===== config.mk =====
export PLATFORM = sky130hd
export DESIGN_NAME = mcu_instruction_exec_subset
export DESIGN_NICKNAME = d
export VERILOG_FILES = /design/src/verilog/core_exec_pkg.sv /design/src/verilog/exec_links_if.sv /design/src/verilog/call_stack.sv /design/src/verilog/alu_unit.sv /design/src/verilog/mcu_instruction_exec_subset.sv
export VERILOG_INCLUDE_DIRS = /design/src /design/src/verilog
export SDC_FILE = /design/constraint.sdc
export NUM_CORES = 1
export LEC_CHECK = 0
export ABC_AREA = 0
export ABC_CLOCK_PERIOD_IN_PS = 13800
export BUFFER_PORTS_ARGS = -buffer_cell sky130_fd_sc_hd__buf_4
export CAP_MARGIN = 20
export CORE_UTILIZATION = 30
export CTS_CLUSTER_DIAMETER = 60
export DETAILED_ROUTE_END_ITERATION = 7
export SLEW_MARGIN = 5
export SYNTH_ARGS = -nofsm -noshare
export SYNTH_HDL_FRONTEND = slang
export SYNTH_HIERARCHICAL = 1
export SYNTH_SLANG_ARGS = --single-unit

===== constraint.sdc =====
create_clock -name clk_sys -period 13.8 [get_ports clk_sys]
set_clock_uncertainty 0.2 [all_clocks]
set_input_delay 2.76 -clock clk_sys [delete_from_list [all_inputs] [get_ports clk_sys]]
set_output_delay 2.76 -clock clk_sys [all_outputs]
set_load 0.1 [all_outputs]

===== src/verilog/core_exec_regs.svh =====
`ifndef CORE_EXEC_REGS_SVH
`define CORE_EXEC_REGS_SVH
// Register byte offsets on the Avalon slave
`define OFS_CTRL 5'h00
`define OFS_STATUS 5'h04
`define OFS_WREG 5'h08
`define OFS_PC 5'h0C
`define OFS_WDT 5'h10
// Control bit positions
`define CTRL_RUN 0
`define CTRL_PSA_T0 1
`define CTRL_WAKE 2
`define CTRL_WDT_EN 3
// Status bit positions
`define ST_SLEEP 0
`define ST_TIMEOUT 1
`define ST_POWERDOWN 2
`define ST_CARRY 3
`define ST_DIGIT_CARRY 4
`define ST_ZERO 5
// Reset values
`define CTRL_RESET 4'h0
`define PC_RESET 13'h0000
// Fixed instruction words
`define OP_RETURN 14'h0008
`define OP_SLEEP 14'h0063
`define OP_CLEAR_WATCHDOG_OP 14'h0064
// Opcode groups in bits 13:12
`define GRP_FILE 2'h0
`define GRP_BIT 2'h1
`define GRP_JUMP 2'h2
`define GRP_LIT 2'h3
// Sub-opcodes
`define BIT_SKIP_CLR 2'h2
`define BIT_SKIP_SET 2'h3
`define FILE_RLF 4'hD
`define LIT_IOR 4'h8
`define LIT_AND 4'h9
`define LIT_XOR 4'hA
// File addresses and call stack depth
`define TIMER0_COUNTER_ADDR 7'h01
`define PORT_FIRST 7'h05
`define PORT_LAST 7'h09
`define STACK_DEPTH 8
`endif


===== src/verilog/core_exec_pkg.sv =====
`default_nettype none
package core_exec_pkg;
    typedef enum logic [3:0] {
        OP_NOP, OP_SKIP_CLR, OP_SKIP_SET, OP_ADD, OP_AND, OP_IOR, OP_XOR,
        OP_SUB, OP_MOVE, OP_RETURN_WITH_LITERAL_OP, OP_CALL, OP_JUMP_OP, OP_RETURN, OP_SLEEP,
        OP_CLEAR_WATCHDOG_OP, OP_RLF
    } op_type;
    typedef enum logic [2:0] {
        ALU_MOVE, ALU_ADD, ALU_SUB, ALU_AND, ALU_IOR, ALU_XOR, ALU_RLF
    } alu_op_type;
    typedef enum logic [2:0] {
        ST_EXEC = 3'b001,
        ST_FLUSH = 3'b010,
        ST_HALT = 3'b100
    } state_type;
endpackage : core_exec_pkg
`default_nettype wire


===== src/verilog/exec_links_if.sv =====
`timescale 1ns/10ps
`default_nettype none
interface stack_link #(parameter int AW = 13);
    logic push;
    logic pop;
    logic [AW-1:0] push_data;
    logic [AW-1:0] top;
    modport core (output push, output pop, output push_data, input top);
    modport mem (input push, input pop, input push_data, output top);
endinterface : stack_link

interface alu_link;
    core_exec_pkg::alu_op_type op;
    logic [7:0] operand;
    logic [7:0] w;
    logic c_in;
    logic [7:0] result;
    logic c;
    logic dc;
    logic z;
    modport core (output op, output operand, output w, output c_in,
                  input result, input c, input dc, input z);
    modport calc (input op, input operand, input w, input c_in,
                  output result, output c, output dc, output z);
endinterface : alu_link
`default_nettype wire


===== src/verilog/call_stack.sv =====
`timescale 1ns/10ps
`default_nettype none
module call_stack #(
    parameter int DEPTH = 8,
    parameter int AW = 13
) (
    input wire logic clk_sys,
    input wire logic nrst,
    stack_link.mem lnk
);
    localparam int PW = $clog2(DEPTH);
    logic [AW-1:0] mem [DEPTH];
    logic [PW-1:0] ptr;

    // Circular: overflow silently overwrites the oldest entry
    always_ff @(posedge clk_sys) begin
        if (lnk.push) begin
            mem[ptr] <= lnk.push_data;
        end
    end

    always_ff @(posedge clk_sys) begin
        if (!nrst) begin
            ptr <= '0;
        end else if (lnk.push) begin
            ptr <= ptr + PW'(1);
        end else if (lnk.pop) begin
            ptr <= ptr - PW'(1);
        end
    end

    // Top kept in a register so the return target is ready without a read port delay
    always_ff @(posedge clk_sys) begin
        if (!nrst) begin
            lnk.top <= '0;
        end else if (lnk.push) begin
            lnk.top <= lnk.push_data;
        end else if (lnk.pop) begin
            lnk.top <= mem[ptr - PW'(2)];
        end
    end
endmodule : call_stack
`default_nettype wire


===== src/verilog/alu_unit.sv =====
`timescale 1ns/10ps
`default_nettype none
module alu_unit (
    alu_link.calc lnk
);
    logic [8:0] sum;
    logic [4:0] low;

    always_comb begin
        sum = 9'h000;
        low = 5'h00;
        lnk.c = lnk.c_in;
        lnk.dc = 1'b0;
        unique case (lnk.op)
            core_exec_pkg::ALU_ADD: begin
                sum = {1'b0, lnk.operand} + {1'b0, lnk.w};
                low = {1'b0, lnk.operand[3:0]} + {1'b0, lnk.w[3:0]};
                lnk.c = sum[8];
                lnk.dc = low[4];
            end
            core_exec_pkg::ALU_SUB: begin
                // Literal minus W by adding the two's complement; carry means no borrow
                sum = {1'b0, lnk.operand} + {1'b0, ~lnk.w} + 9'h001;
                low = {1'b0, lnk.operand[3:0]} + {1'b0, ~lnk.w[3:0]} + 5'h01;
                lnk.c = sum[8];
                lnk.dc = low[4];
            end
            core_exec_pkg::ALU_AND: sum = {1'b0, lnk.operand & lnk.w};
            core_exec_pkg::ALU_IOR: sum = {1'b0, lnk.operand | lnk.w};
            core_exec_pkg::ALU_XOR: sum = {1'b0, lnk.operand ^ lnk.w};
            core_exec_pkg::ALU_RLF: begin
                sum = {1'b0, lnk.operand[6:0], lnk.c_in};
                lnk.c = lnk.operand[7];
            end
            default: sum = {1'b0, lnk.operand};
        endcase
        lnk.result = sum[7:0];
        lnk.z = (sum[7:0] == 8'h00);
    end
endmodule : alu_unit
`default_nettype wire


===== src/verilog/mcu_instruction_exec_subset.sv =====
// Design decisions made here: the register addresses and the Avalon-MM interface to the registers.
`timescale 1ns/10ps
`default_nettype none
`include "core_exec_regs.svh"
module mcu_instruction_exec_subset #(
    parameter int PC_W = 13,
    parameter int STACK_DEPTH = `STACK_DEPTH,
    parameter int WDT_PRE_W = 7
) (
    input wire logic clk_sys,
    input wire logic nrst,
    input wire logic [4:0] avs_address,
    input wire logic avs_read,
    input wire logic avs_write,
    input wire logic [31:0] avs_writedata,
    output logic [31:0] avs_readdata,
    output logic avs_waitrequest,
    output logic [PC_W-1:0] pm_addr,
    input wire logic [13:0] pm_data,
    output logic [6:0] file_raddr,
    input wire logic [7:0] file_rdata,
    input wire logic [7:0] port_pin_level,
    output logic [6:0] file_waddr,
    output logic [7:0] file_wdata,
    output logic file_we,
    output logic timer0_counter_presc_clear,
    output logic osc_run,
    output logic wdt_timeout
);
    core_exec_pkg::state_type state;
    core_exec_pkg::op_type op;
    logic [PC_W-1:0] pc;
    logic [PC_W-1:0] next_pc;
    logic [7:0] wreg;
    logic carry;
    logic digit_carry_flag;
    logic zero;
    logic timeout_flag;
    logic powerdown_flag;
    logic run;
    logic psa_t0;
    logic wdt_en;
    logic wake_req;
    logic rd_done;
    logic [WDT_PRE_W-1:0] wdt_presc;
    logic [7:0] watchdog_counter;
    logic wdt_overflow;
    logic exec_now;
    logic [7:0] operand;
    logic sel_bit;
    logic take_skip;
    logic changes_pc;
    logic dest_file;
    logic [31:0] next_readdata;

    stack_link #(.AW(PC_W)) stk ();
    alu_link alu ();

    call_stack #(.DEPTH(STACK_DEPTH), .AW(PC_W)) u_stack (
        .clk_sys(clk_sys),
        .nrst(nrst),
        .lnk(stk)
    );

    alu_unit u_alu (
        .lnk(alu)
    );

    function automatic core_exec_pkg::op_type decode(input logic [13:0] iw);
        core_exec_pkg::op_type d;
        d = core_exec_pkg::OP_NOP;
        unique case (iw[13:12])
            `GRP_FILE: begin
                if (iw == `OP_RETURN) d = core_exec_pkg::OP_RETURN;
                else if (iw == `OP_SLEEP) d = core_exec_pkg::OP_SLEEP;
                else if (iw == `OP_CLEAR_WATCHDOG_OP) d = core_exec_pkg::OP_CLEAR_WATCHDOG_OP;
                else if (iw[11:8] == `FILE_RLF) d = core_exec_pkg::OP_RLF;
            end
            `GRP_BIT: begin
                if (iw[11:10] == `BIT_SKIP_CLR) d = core_exec_pkg::OP_SKIP_CLR;
                else if (iw[11:10] == `BIT_SKIP_SET) d = core_exec_pkg::OP_SKIP_SET;
            end
            `GRP_JUMP: begin
                d = iw[11] ? core_exec_pkg::OP_JUMP_OP : core_exec_pkg::OP_CALL;
            end
            `GRP_LIT: begin
                if (iw[11:10] == 2'h0) d = core_exec_pkg::OP_MOVE;
                else if (iw[11:10] == 2'h1) d = core_exec_pkg::OP_RETURN_WITH_LITERAL_OP;
                else if (iw[11:8] == `LIT_IOR) d = core_exec_pkg::OP_IOR;
                else if (iw[11:8] == `LIT_AND) d = core_exec_pkg::OP_AND;
                else if (iw[11:8] == `LIT_XOR) d = core_exec_pkg::OP_XOR;
                else if (iw[11:9] == 3'h6) d = core_exec_pkg::OP_SUB;
                else if (iw[11:9] == 3'h7) d = core_exec_pkg::OP_ADD;
            end
        endcase
        return d;
    endfunction : decode

    function automatic logic is_port(input logic [6:0] fa);
        return (fa >= `PORT_FIRST) && (fa <= `PORT_LAST);
    endfunction : is_port

    assign op = decode(pm_data);
    assign pm_addr = pc;
    assign file_raddr = pm_data[6:0];
    assign dest_file = pm_data[7];
    assign exec_now = (state == core_exec_pkg::ST_EXEC) && run;
    assign osc_run = (state != core_exec_pkg::ST_HALT);
    assign avs_waitrequest = avs_read && !rd_done;

    // Ports read back what the pins show, so a latch fighting an external driver is not kept
    assign operand = is_port(pm_data[6:0]) ? port_pin_level : file_rdata;
    assign sel_bit = operand[pm_data[9:7]];
    assign take_skip = ((op == core_exec_pkg::OP_SKIP_CLR) && !sel_bit)
        || ((op == core_exec_pkg::OP_SKIP_SET) && sel_bit);
    assign changes_pc = take_skip || (op == core_exec_pkg::OP_CALL)
        || (op == core_exec_pkg::OP_JUMP_OP) || (op == core_exec_pkg::OP_RETURN)
        || (op == core_exec_pkg::OP_RETURN_WITH_LITERAL_OP);

    always_comb begin
        alu.w = wreg;
        alu.c_in = carry;
        alu.operand = pm_data[7:0];
        unique case (op)
            core_exec_pkg::OP_ADD: alu.op = core_exec_pkg::ALU_ADD;
            core_exec_pkg::OP_SUB: alu.op = core_exec_pkg::ALU_SUB;
            core_exec_pkg::OP_AND: alu.op = core_exec_pkg::ALU_AND;
            core_exec_pkg::OP_IOR: alu.op = core_exec_pkg::ALU_IOR;
            core_exec_pkg::OP_XOR: alu.op = core_exec_pkg::ALU_XOR;
            core_exec_pkg::OP_RLF: begin
                alu.op = core_exec_pkg::ALU_RLF;
                alu.operand = operand;
            end
            default: alu.op = core_exec_pkg::ALU_MOVE;
        endcase
    end

    always_comb begin
        next_pc = pc + PC_W'(1);
        if (take_skip) begin
            next_pc = pc + PC_W'(2);
        end else if ((op == core_exec_pkg::OP_CALL) || (op == core_exec_pkg::OP_JUMP_OP)) begin
            next_pc = {pc[PC_W-1:11], pm_data[10:0]};
        end else if ((op == core_exec_pkg::OP_RETURN) || (op == core_exec_pkg::OP_RETURN_WITH_LITERAL_OP)) begin
            next_pc = stk.top;
        end
    end

    assign stk.push = exec_now && (op == core_exec_pkg::OP_CALL);
    assign stk.push_data = pc + PC_W'(1);
    assign stk.pop = exec_now && ((op == core_exec_pkg::OP_RETURN)
        || (op == core_exec_pkg::OP_RETURN_WITH_LITERAL_OP));

    always_ff @(posedge clk_sys) begin
        if (!nrst) begin
            state <= core_exec_pkg::ST_EXEC;
            pc <= `PC_RESET;
        end else begin
            unique case (state)
                core_exec_pkg::ST_EXEC: begin
                    if (run) begin
                        pc <= next_pc;
                        if (op == core_exec_pkg::OP_SLEEP) begin
                            state <= core_exec_pkg::ST_HALT;
                        end else if (changes_pc) begin
                            // The word fetched behind a taken branch is dropped
                            state <= core_exec_pkg::ST_FLUSH;
                        end
                    end
                end
                core_exec_pkg::ST_FLUSH: state <= core_exec_pkg::ST_EXEC;
                core_exec_pkg::ST_HALT: begin
                    if (wake_req || wdt_overflow) begin
                        state <= core_exec_pkg::ST_EXEC;
                    end
                end
                default: state <= core_exec_pkg::ST_EXEC;
            endcase
        end
    end

    always_ff @(posedge clk_sys) begin
        if (!nrst) begin
            wreg <= 8'h00;
        end else if (exec_now) begin
            unique case (op)
                core_exec_pkg::OP_ADD, core_exec_pkg::OP_SUB, core_exec_pkg::OP_AND,
                core_exec_pkg::OP_IOR, core_exec_pkg::OP_XOR, core_exec_pkg::OP_MOVE,
                core_exec_pkg::OP_RETURN_WITH_LITERAL_OP: wreg <= alu.result;
                core_exec_pkg::OP_RLF: begin
                    if (!dest_file) wreg <= alu.result;
                end
                default: wreg <= wreg;
            endcase
        end
    end

    always_ff @(posedge clk_sys) begin
        if (!nrst) begin
            carry <= 1'b0;
            digit_carry_flag <= 1'b0;
            zero <= 1'b0;
        end else if (exec_now) begin
            unique case (op)
                core_exec_pkg::OP_ADD, core_exec_pkg::OP_SUB: begin
                    carry <= alu.c;
                    digit_carry_flag <= alu.dc;
                    zero <= alu.z;
                end
                core_exec_pkg::OP_AND, core_exec_pkg::OP_IOR,
                core_exec_pkg::OP_XOR: zero <= alu.z;
                core_exec_pkg::OP_RLF: carry <= alu.c;
                default: carry <= carry;
            endcase
        end
    end

    always_ff @(posedge clk_sys) begin
        if (!nrst) begin
            file_we <= 1'b0;
            file_waddr <= 7'h00;
            file_wdata <= 8'h00;
            timer0_counter_presc_clear <= 1'b0;
        end else begin
            file_we <= exec_now && (op == core_exec_pkg::OP_RLF) && dest_file;
            file_waddr <= pm_data[6:0];
            file_wdata <= alu.result;
            timer0_counter_presc_clear <= exec_now && (op == core_exec_pkg::OP_RLF) && dest_file
                && (pm_data[6:0] == `TIMER0_COUNTER_ADDR) && psa_t0;
        end
    end

    // Watchdog runs on through the halt, as its own oscillator would
    assign wdt_overflow = wdt_en && (&wdt_presc) && (&watchdog_counter);

    always_ff @(posedge clk_sys) begin
        if (!nrst) begin
            wdt_presc <= '0;
            watchdog_counter <= 8'h00;
            wdt_timeout <= 1'b0;
        end else begin
            wdt_timeout <= wdt_overflow;
            if (exec_now && ((op == core_exec_pkg::OP_SLEEP)
                || (op == core_exec_pkg::OP_CLEAR_WATCHDOG_OP))) begin
                wdt_presc <= '0;
                watchdog_counter <= 8'h00;
            end else if (wdt_en) begin
                wdt_presc <= wdt_presc + WDT_PRE_W'(1);
                if (&wdt_presc) begin
                    watchdog_counter <= watchdog_counter + 8'h01;
                end
            end
        end
    end

    always_ff @(posedge clk_sys) begin
        if (!nrst) begin
            timeout_flag <= 1'b1;
            powerdown_flag <= 1'b1;
        end else if (exec_now && (op == core_exec_pkg::OP_SLEEP)) begin
            timeout_flag <= 1'b1;
            powerdown_flag <= 1'b0;
        end else if (exec_now && (op == core_exec_pkg::OP_CLEAR_WATCHDOG_OP)) begin
            timeout_flag <= 1'b1;
            powerdown_flag <= 1'b1;
        end else if (wdt_overflow) begin
            timeout_flag <= 1'b0;
        end
    end

    localparam logic [3:0] CTRL_INIT = `CTRL_RESET;

    always_ff @(posedge clk_sys) begin
        if (!nrst) begin
            run <= CTRL_INIT[`CTRL_RUN];
            psa_t0 <= CTRL_INIT[`CTRL_PSA_T0];
            wdt_en <= CTRL_INIT[`CTRL_WDT_EN];
            wake_req <= CTRL_INIT[`CTRL_WAKE];
        end else begin
            wake_req <= 1'b0;
            if (avs_write && (avs_address == `OFS_CTRL)) begin
                run <= avs_writedata[`CTRL_RUN];
                psa_t0 <= avs_writedata[`CTRL_PSA_T0];
                wdt_en <= avs_writedata[`CTRL_WDT_EN];
                wake_req <= avs_writedata[`CTRL_WAKE];
            end
        end
    end

    always_comb begin
        next_readdata = 32'h0000_0000;
        unique case (avs_address)
            `OFS_CTRL: begin
                next_readdata[`CTRL_RUN] = run;
                next_readdata[`CTRL_PSA_T0] = psa_t0;
                next_readdata[`CTRL_WDT_EN] = wdt_en;
            end
            `OFS_STATUS: begin
                next_readdata[`ST_SLEEP] = (state == core_exec_pkg::ST_HALT);
                next_readdata[`ST_TIMEOUT] = timeout_flag;
                next_readdata[`ST_POWERDOWN] = powerdown_flag;
                next_readdata[`ST_CARRY] = carry;
                next_readdata[`ST_DIGIT_CARRY] = digit_carry_flag;
                next_readdata[`ST_ZERO] = zero;
            end
            `OFS_WREG: next_readdata[7:0] = wreg;
            `OFS_PC: next_readdata[PC_W-1:0] = pc;
            `OFS_WDT: next_readdata[7:0] = watchdog_counter;
            default: next_readdata = 32'h0000_0000;
        endcase
    end

    // One wait state on reads lets read data come from a register
    always_ff @(posedge clk_sys) begin
        if (!nrst) begin
            rd_done <= 1'b0;
            avs_readdata <= 32'h0000_0000;
        end else begin
            rd_done <= avs_read && !rd_done;
            if (avs_read && !rd_done) begin
                avs_readdata <= next_readdata;
            end
        end
    end
endmodule : mcu_instruction_exec_subset
`default_nettype wire


== After elaboration in Yosys (flattened, before gate mapping) ==
Memory sizes are Yosys's and may differ from the RTL's.
Index checks and enable logic that the tools add are counted.
Widths: inputs -> output; s select.
Storage, ports and cells
  register bits: 96
  bits in writable memories: 104
  bits of input ports: 71
  output and inout port bits: 72
  logic and storage cells: 196
  memories kept: 1
Operators by class
  add/sub/neg operators: 13
  order comparisons: 3
  eq/ne operators: 49
  muxes and demuxes: 47
  bitwise logic cells: 6
  reduce and logical (&&, ||, !) cells: 53
Memory list
  u_stack.mem: depth 8, width 13, read ports 1, clocked after memory_dff 0, wr ports 1, line call_stack.sv:12  | logic [AW-1:0] mem [DEPTH];
Operator list (count)
  $mux 13: 5
  $eq 4x4->1 const B: 12
  $pmux 8 s6: 1
  $mux 3: 10
  $eq 14x7->1 const B: 2
  $mux 4: 6
  $mux 8: 3
  $add 8x8->9: 2
  $eq 3x3->1 const B: 6
  $pmux 3 s6: 1
  $logic_and 1x1->1: 17
  $eq 4x3->1 const B: 4
  $pmux 4 s4: 1
  $pmux 8 s2: 1
  $reduce_and 8->1: 2
  $eq 14x4->1 const B: 1
  $add 13x1->13 const B: 1
  $add 13x2->13 const B: 1
  $reduce_and 3->1: 4
  $add 4x4->5: 2
  $eq 5x4->1 const B: 2
  $pmux 2 s5: 1
  $add 9x1->9 const B: 1
  $logic_or 1x1->1: 9
  other kinds (50): 76

== Longest topological paths before layout ==
  depth after elaboration: 20
  gate-level depth with buffers: 22
  mapped depth without buffers: 19

== Hierarchy ==
Netlist, hierarchy kept.
By module, submodules not included
  mcu_instruction_exec_subset: times used 1, cells each 608, area an instance 4884.7 µm², sequential area each 1601.5 µm²
  call_stack: times used 1, cells each 301, area an instance 4850.9 µm², sequential area each 3443.3 µm²
  alu_unit: times used 1, cells each 214, area an instance 1502.7 µm², sequential area each 0.0 µm²

== Least setup slack after synthesis ==
No wires, ideal clock.
  path kind: input -> register
  start point: input pm_data[9]
  end point: register zero
  library setup time: 65 ps
  arrival time: 7125 ps
  required time: 13535 ps
  slack: 6410 ps
  cell stages on the path: 20
  path buffers: 3
  cells stage by stage: buf_2 -> nor4_4 -> a41oi_1 -> o2bb2ai_1 -> nand2_1 -> nor2_1 -> buf_2 -> nor2_1 -> a21oi_1 -> inv_1 -> ha_1 -> buf_4 -> a21o_1 -> a221oi_1 -> mux2i_1 -> nand4b_1 -> or4b_1 -> nor4_2 -> mux2i_1 -> nor2_1
Between the ends
  longest elaborated chain between the ends: 15
  elaborated cells on any way between the ends: 45
  those cells by class: 3 x add/sub; 21 x eq/ne; 15 x mux; 3 x bitwise; 3 x reduce/logical
Ends and longest elaborated chain
  start, declared: line mcu_instruction_exec_subset.sv:19  | input wire logic [13:0] pm_data,
  $eq 3x3->1: line mcu_instruction_exec_subset.sv:93  | else if (iw[11:9] == 3'h7) d = core_exec_pkg::OP_ADD;
  $mux 2: line mcu_instruction_exec_subset.sv:93
  $mux 3: line mcu_instruction_exec_subset.sv:92  | else if (iw[11:9] == 3'h6) d = core_exec_pkg::OP_SUB;
  $mux 3: line mcu_instruction_exec_subset.sv:91  | else if (iw[11:8] == `LIT_XOR) d = core_exec_pkg::OP_XOR;
  $mux 3: line mcu_instruction_exec_subset.sv:90  | else if (iw[11:8] == `LIT_AND) d = core_exec_pkg::OP_AND;
  $mux 3: line mcu_instruction_exec_subset.sv:89  | else if (iw[11:8] == `LIT_IOR) d = core_exec_pkg::OP_IOR;
  $mux 4: line mcu_instruction_exec_subset.sv:88  | else if (iw[11:10] == 2'h1) d = core_exec_pkg::OP_RETURN_WITH_LITERAL_OP;
  $mux 4: line mcu_instruction_exec_subset.sv:87  | if (iw[11:10] == 2'h0) d = core_exec_pkg::OP_MOVE;
  (+2 left out)
  $mux 8 (*): line mcu_instruction_exec_subset.sv:124  | unique case (op)
  net alu.operand[2]: line exec_links_if.sv:14  | logic [7:0] operand;
  $add 8x8->9: line alu_unit.sv:23  | sum = {1'b0, lnk.operand} + {1'b0, ~lnk.w} + 9'h001;
  $add 9x1->9: line alu_unit.sv:23
  $pmux 8 s6 (*): line alu_unit.sv:14  | unique case (lnk.op)
  net alu.result[6]: line exec_links_if.sv:17  | logic [7:0] result;
  $logic_not 8->1 (*): line alu_unit.sv:38  | lnk.z = (sum[7:0] == 8'h00);
  net alu.z: line exec_links_if.sv:20  | logic z;
  end signal, assigned: line mcu_instruction_exec_subset.sv:208  | zero <= alu.z;
  end signal, assigned: line mcu_instruction_exec_subset.sv:211  | core_exec_pkg::OP_XOR: zero <= alu.z;
  end, declared: line mcu_instruction_exec_subset.sv:37  | logic zero;
The timed path passes the listed nets; every way through them passes the cells marked *.
A chain may end at the register's enable or synchronous reset.

== Final worst setup path ==
  start point: input pm_data[3]
  end point: register zero
Between the ends
  longest elaborated chain between the ends: 11
  elaborated cells on any way between the ends: 35
  those cells by class: 3 x add/sub; 2 x order compare; 15 x eq/ne; 8 x mux; 3 x bitwise; 4 x reduce/logical
Ends and longest elaborated chain
  $eq 14x7->1 (no line)
  $mux 4: line mcu_instruction_exec_subset.sv:76  | else if (iw == `OP_CLEAR_WATCHDOG_OP) d = core_exec_pkg::OP_CLEAR_WATCHDOG_OP;
  $mux 4: line mcu_instruction_exec_subset.sv:75  | else if (iw == `OP_SLEEP) d = core_exec_pkg::OP_SLEEP;
  $mux 4: line mcu_instruction_exec_subset.sv:74  | if (iw == `OP_RETURN) d = core_exec_pkg::OP_RETURN;
  $pmux 4 s4: line mcu_instruction_exec_subset.sv:72  | unique case (iw[13:12])
  $eq 4x4->1: line mcu_instruction_exec_subset.sv:124
  $mux 8 (*): line mcu_instruction_exec_subset.sv:124
  net alu.operand[3]: line exec_links_if.sv:14
  $add 8x8->9: line alu_unit.sv:23
  $add 9x1->9: line alu_unit.sv:23
  $pmux 8 s6 (*): line alu_unit.sv:14
  net alu.result[6]: line exec_links_if.sv:17
  $logic_not 8->1 (*): line alu_unit.sv:38
  net alu.z: line exec_links_if.sv:20
Marked as above.

==> results list <==
- Status: finished clean
- Starting DRC count in detailed routing: 679
* Kind of cell adding the most delay to the critical path: simple AND/OR/NAND/NOR gates
- In this design, the stage delay of the slowest critical-path cell is 0.71 ns.
- For this run, the number of Yosys warnings is 6.
* Classification of the worst setup path: input pin to register
- Traced cell by cell, the critical path runs through buf_4, and3b_1, and3b_1, a41oi_1, o2bb2ai_1, nand2_1, nor2_1, nor2_1, a31oi_1, inv_1, ha_1, and3_1, a221oi_1, mux2i_1, nand4b_1, or4b_1, nor4_2, mux2i_1, nor2_1.
- Most used cell, CP: sky130_fd_sc_hd__nor2_1
* Fmax: 125 MHz
- Total wirelength of the detailed-routed design: just over 30,000 um
* Largest net degree at the start of global routing: 60
- Number of global-route vias before repair: 8,205
- Setup violation total in the final timing report: 0
- Among all stages on the critical path, the largest delay is contributed by sky130_fd_sc_hd__nor2_1.
- Buf/Inv on CP: 2
- Post-Place Cells: roughly 1,600
- The count of buffers added on input and output ports is 95.
- Of the post-synthesis cell area, the dominant cell type holds between 20% and 30%.
* Combinational group share of total power: 13.5%
* Buffer cell driving the clock tree root: sky130_fd_sc_hd__clkbuf_16
- After synthesis, flip-flops and latches occupy 44.9% of the total area.
- Internal power: 0.919 mW
- The worst path in the final design needs a cycle of 8.02 ns, including I/O delays and setup.
- Initial standard-cell utilization of the core: 30.6%
- The startpoint identified for the worst register-to-register timing path is state[2].
* Post-CTS setup repair buffer count: 0
* Critical Path RT: 14.00 ns
- Height of the die: 196 um
* IO Count: 143
- First-pass GRT wire length: approximately 48,000 um
- Of all flip-flops after synthesis, the portion carrying an async set or reset was 0%.
* Sw frac: 30.3%
* Kind of start point of the critical path: input pin
- In this run the worst setup path begins at pm_data[3].
* Post-route fraction of the period consumed by the critical path: 58.1%
* Total number of vias: 8,625
- The initialized floorplan defines 70 standard-cell rows.
* DIE AREA: 38,200 um^2
- Measured against its own limit, the worst slew margin works out to between 40% and 50%.
* Combined area of all synthesized cells: 11,200 um^2
- At the end of routability-driven placement, the weighted congestion stood at 0.863.
- After detailed routing, the number of remaining DRC violations is 0.
- Crit. End Element: register
* Average cell area after synthesis: 10.0 um^2
- Count of flip-flops with a built-in enable after synthesis: 104
- Using the TritonRoute via totals, the vias-per-cell ratio works out to 5.25.
* Detailed-routing iteration count for the pre-antenna-repair pass: 5
- Number of buffers inserted for hold repair after clock tree synthesis: 0
- P per Cell Area: between 100 and 150 nW/um^2
- Sequential cells account for 47.5% of the total power.
- In this run the horizontal extent of the chip is 196 um.
- Clock buffers created by TritonCTS: 17
- Transition time at the pin with the least slew margin: 0.879 ns
- Of all nets on the critical path, the largest fanout is 16.
- Clock share of power: around two fifths
- Compared with the post-synthesis result, the final layout area differs by 13.2%.
- At the end of the flow, the number of nets in the layout was 1,269.
- The detail route stage leaves a number of antenna-violating nets equal to 0.
- Total global routing overflow: 0
- Sorting the synthesized cells by area gives the leading types as sky130_fd_sc_hd__edfxtp_1 (28%), sky130_fd_sc_hd__dfxtp_1 (17%), sky130_fd_sc_hd__mux2_2 (4.7%).
- Synthesis inferred 200 register bits.
- Predominant post-synthesis flop cell: sky130_fd_sc_hd__edfxtp_1
- Overall fraction of global-route tracks in use: 16.2%
- The total count of max-transition violations in the final report was 0.
* Core Box Area: 36,700 um^2
- Standby leakage power: 4.82 nW
* Reg clk slew, reported paths: 0.09 ns
- TritonCTS built the clock tree.
- Number of clock sinks: 200
- In this run the number of H-tree levels came out at 4.
- The HPWL after detailed placement is 21,400 um.
* VDD IR max: slightly above 0.09 mV
- Layout cell share with drive strength beyond 1: about 18%
- Insertion delay of the later-clocked pin in the worst-skew pair: 0.45 ns
* Worst min-delay path startpoint: avs_readdata[9]
- Counting every instance in the synthesized netlist gives ~1,100.
* Clock tree buffer depth: 2
- The initial antenna violation count came to 0.
* Number of distinct library cells after synthesis: 84
- Number of antenna repair diodes: 0
- Worst endpoint data arrival time: 8.22 ns
* Share of the core filled with cells: 34.7%
* RSZ-0062 raised after global routing: false
- After detailed routing, the average wire length per cell comes to about 19 um.
* Resized cells post-CTS: 0
- The finished layout holds about 1,600 standard cells, fillers aside.
* Number of maximum-capacitance violations: 0
- After routing, the total negative slack on setup checks comes to 0 ns.
* Classification of the worst-slack hold path: register to register
- Summed over all nets, the switching power comes to 0.400 mW.
- The synthesized design spends more area on one cell type than any other, namely sky130_fd_sc_hd__edfxtp_1.
- Hold Fails Final Rpt: 0
power groups by stage:
stage / logic, mW / clock network, mW / registers, mW
2_1_floorplan: 0.108 / 0 / 0.673
4_1_cts: 0.178 / 0.526 / 0.626
6_report: 0.179 / 0.515 / 0.626
3_5_place_dp: 0.177 / 0 / 0.640
5_1_grt: 0.189 / 0.551 / 0.627
3_3_place_gp: 0.177 / 0 / 0.640
metal layers:
| metal | GRT usage, % | wire (um) | vias to the layer above |
|---|---|---|---|
| met5 | 0 | 0 | - |
| met4 | 4.37 | 410 | 0 |
| met3 | 2.75 | 1260 | 29 |
| met2 | 27.8 | 15400 | 216 |
| met1 | 20.9 | 13900 | 4215 |
| li1 | - | - | 4165 |
state kept, by name, summed over array words and instances, names as in the netlist, 3 cells and up:
name,cells
u_stack/lnk.top,13
avs_readdata,13
alu.w,8
wdt_presc,7
u_stack/mem,104
state,3
u_stack/ptr,3
pm_addr,13
file_waddr,7
file_wdata,8
watchdog_counter,8
cell usage in the layout (no fill, tap or decap), drive strengths merged, types with 25 or more instances in the layout:
| cell type | count |
|---|---|
| dfxtp | 96 |
| a21oi | 47 |
| edfxtp | 104 |
| nor3 | 25 |
| ha | 32 |
| mux2i | 39 |
| nand2 | 68 |
| inv | 46 |
| o22ai | 29 |
| nor2 | 106 |
| and2 | 38 |
| buf | 106 |
| nand3 | 30 |
| o21ai | 46 |
| mux2 | 66 |
path summary, 6_finish.rpt:
| kind | slack, ns | endpoint | cells after the start |
|---|---|---|---|
| setup / recovery | 5.78 | zero | 19 |
| hold / removal | 0.26 | avs_readdata[9] | 2 |
| setup reg to reg | 10.21 | u_stack/mem[4][0] | 7 |
| hold reg to reg | 0.26 | avs_readdata[9] | 2 |
cell usage after synthesis, types with 8 or more instances:
| cell type | number |
|---|---|
| sky130_fd_sc_hd__ha_1 | 32 |
| sky130_fd_sc_hd__a21oi_1 | 47 |
| sky130_fd_sc_hd__nand3_1 | 30 |
| sky130_fd_sc_hd__nand4_1 | 22 |
| sky130_fd_sc_hd__o22ai_1 | 29 |
| sky130_fd_sc_hd__nor3_1 | 23 |
| sky130_fd_sc_hd__buf_2 | 22 |
| sky130_fd_sc_hd__nand2_1 | 68 |
| sky130_fd_sc_hd__nor2_1 | 106 |
| sky130_fd_sc_hd__xor2_1 | 13 |
| sky130_fd_sc_hd__o31ai_1 | 16 |
| sky130_fd_sc_hd__and3_1 | 18 |
| sky130_fd_sc_hd__inv_1 | 33 |
| sky130_fd_sc_hd__mux2i_1 | 39 |
| sky130_fd_sc_hd__xnor2_1 | 15 |
| sky130_fd_sc_hd__o21ai_0 | 44 |
| sky130_fd_sc_hd__mux2_2 | 47 |
| sky130_fd_sc_hd__nor4_1 | 11 |
| sky130_fd_sc_hd__clkbuf_1 | 36 |
| sky130_fd_sc_hd__dfxtp_1 | 96 |
| sky130_fd_sc_hd__nor2b_1 | 11 |
| sky130_fd_sc_hd__buf_4 | 36 |
| sky130_fd_sc_hd__a21o_1 | 8 |
| sky130_fd_sc_hd__and2_1 | 36 |
| sky130_fd_sc_hd__mux2_1 | 18 |
| sky130_fd_sc_hd__nor3b_1 | 17 |
| sky130_fd_sc_hd__edfxtp_1 | 104 |
worst register-to-register path, cell delays in order, from the launching register on:
cell and delay [ns]:
sky130_fd_sc_hd__dfxtp_1 0.34, sky130_fd_sc_hd__nor3b_1 0.33, sky130_fd_sc_hd__nand2_1 0.54, sky130_fd_sc_hd__nor3_2 0.37, sky130_fd_sc_hd__buf_4 0.38, sky130_fd_sc_hd__inv_2 0.13, sky130_fd_sc_hd__nor2_1 0.19, sky130_fd_sc_hd__and2_1 0.74
cells by family after synthesis:
logic type	count (synthesis)	share of synthesized area [%]
XOR/XNOR	28	2.18
flip-flops	200	44.9
multiplexers	107	10.6
adder cells (fa/ha/maj)	35	4.10
AND/OR/NAND/NOR	394	18.8
AO/OA/AOI/OAI	219	12.9
other	1	0.0334
buffers and inverters	139	6.49
area by class of cell:
| cell class | instances | area [um^2] |
|---|---|---|
| fillers | 3655 | 24000 |
| multi-input cells | 802 | 5550 |
| flip-flops and latches | 200 | 5050 |
| repair buffers | 106 | 796 |
| well taps | 468 | 586 |
| clock buffers | 17 | 425 |
| clock inverters | 15 | 186 |
| inverters | 36 | 135 |
stage by stage:
stage                     power, mW  hold slack, ns  area [um^2]  setup slack, ns
after floorplan               0.781           0.226        11300             6.41
after global placement        0.817           0.243        12100             5.49
after detailed placement      0.817           0.253        12100             5.43
after CTS                      1.33           0.265        12700             5.90
after global routing           1.37           0.287        12700             5.41
final                          1.32           0.260        12700             5.78
(Power assumes the default switching activity.)
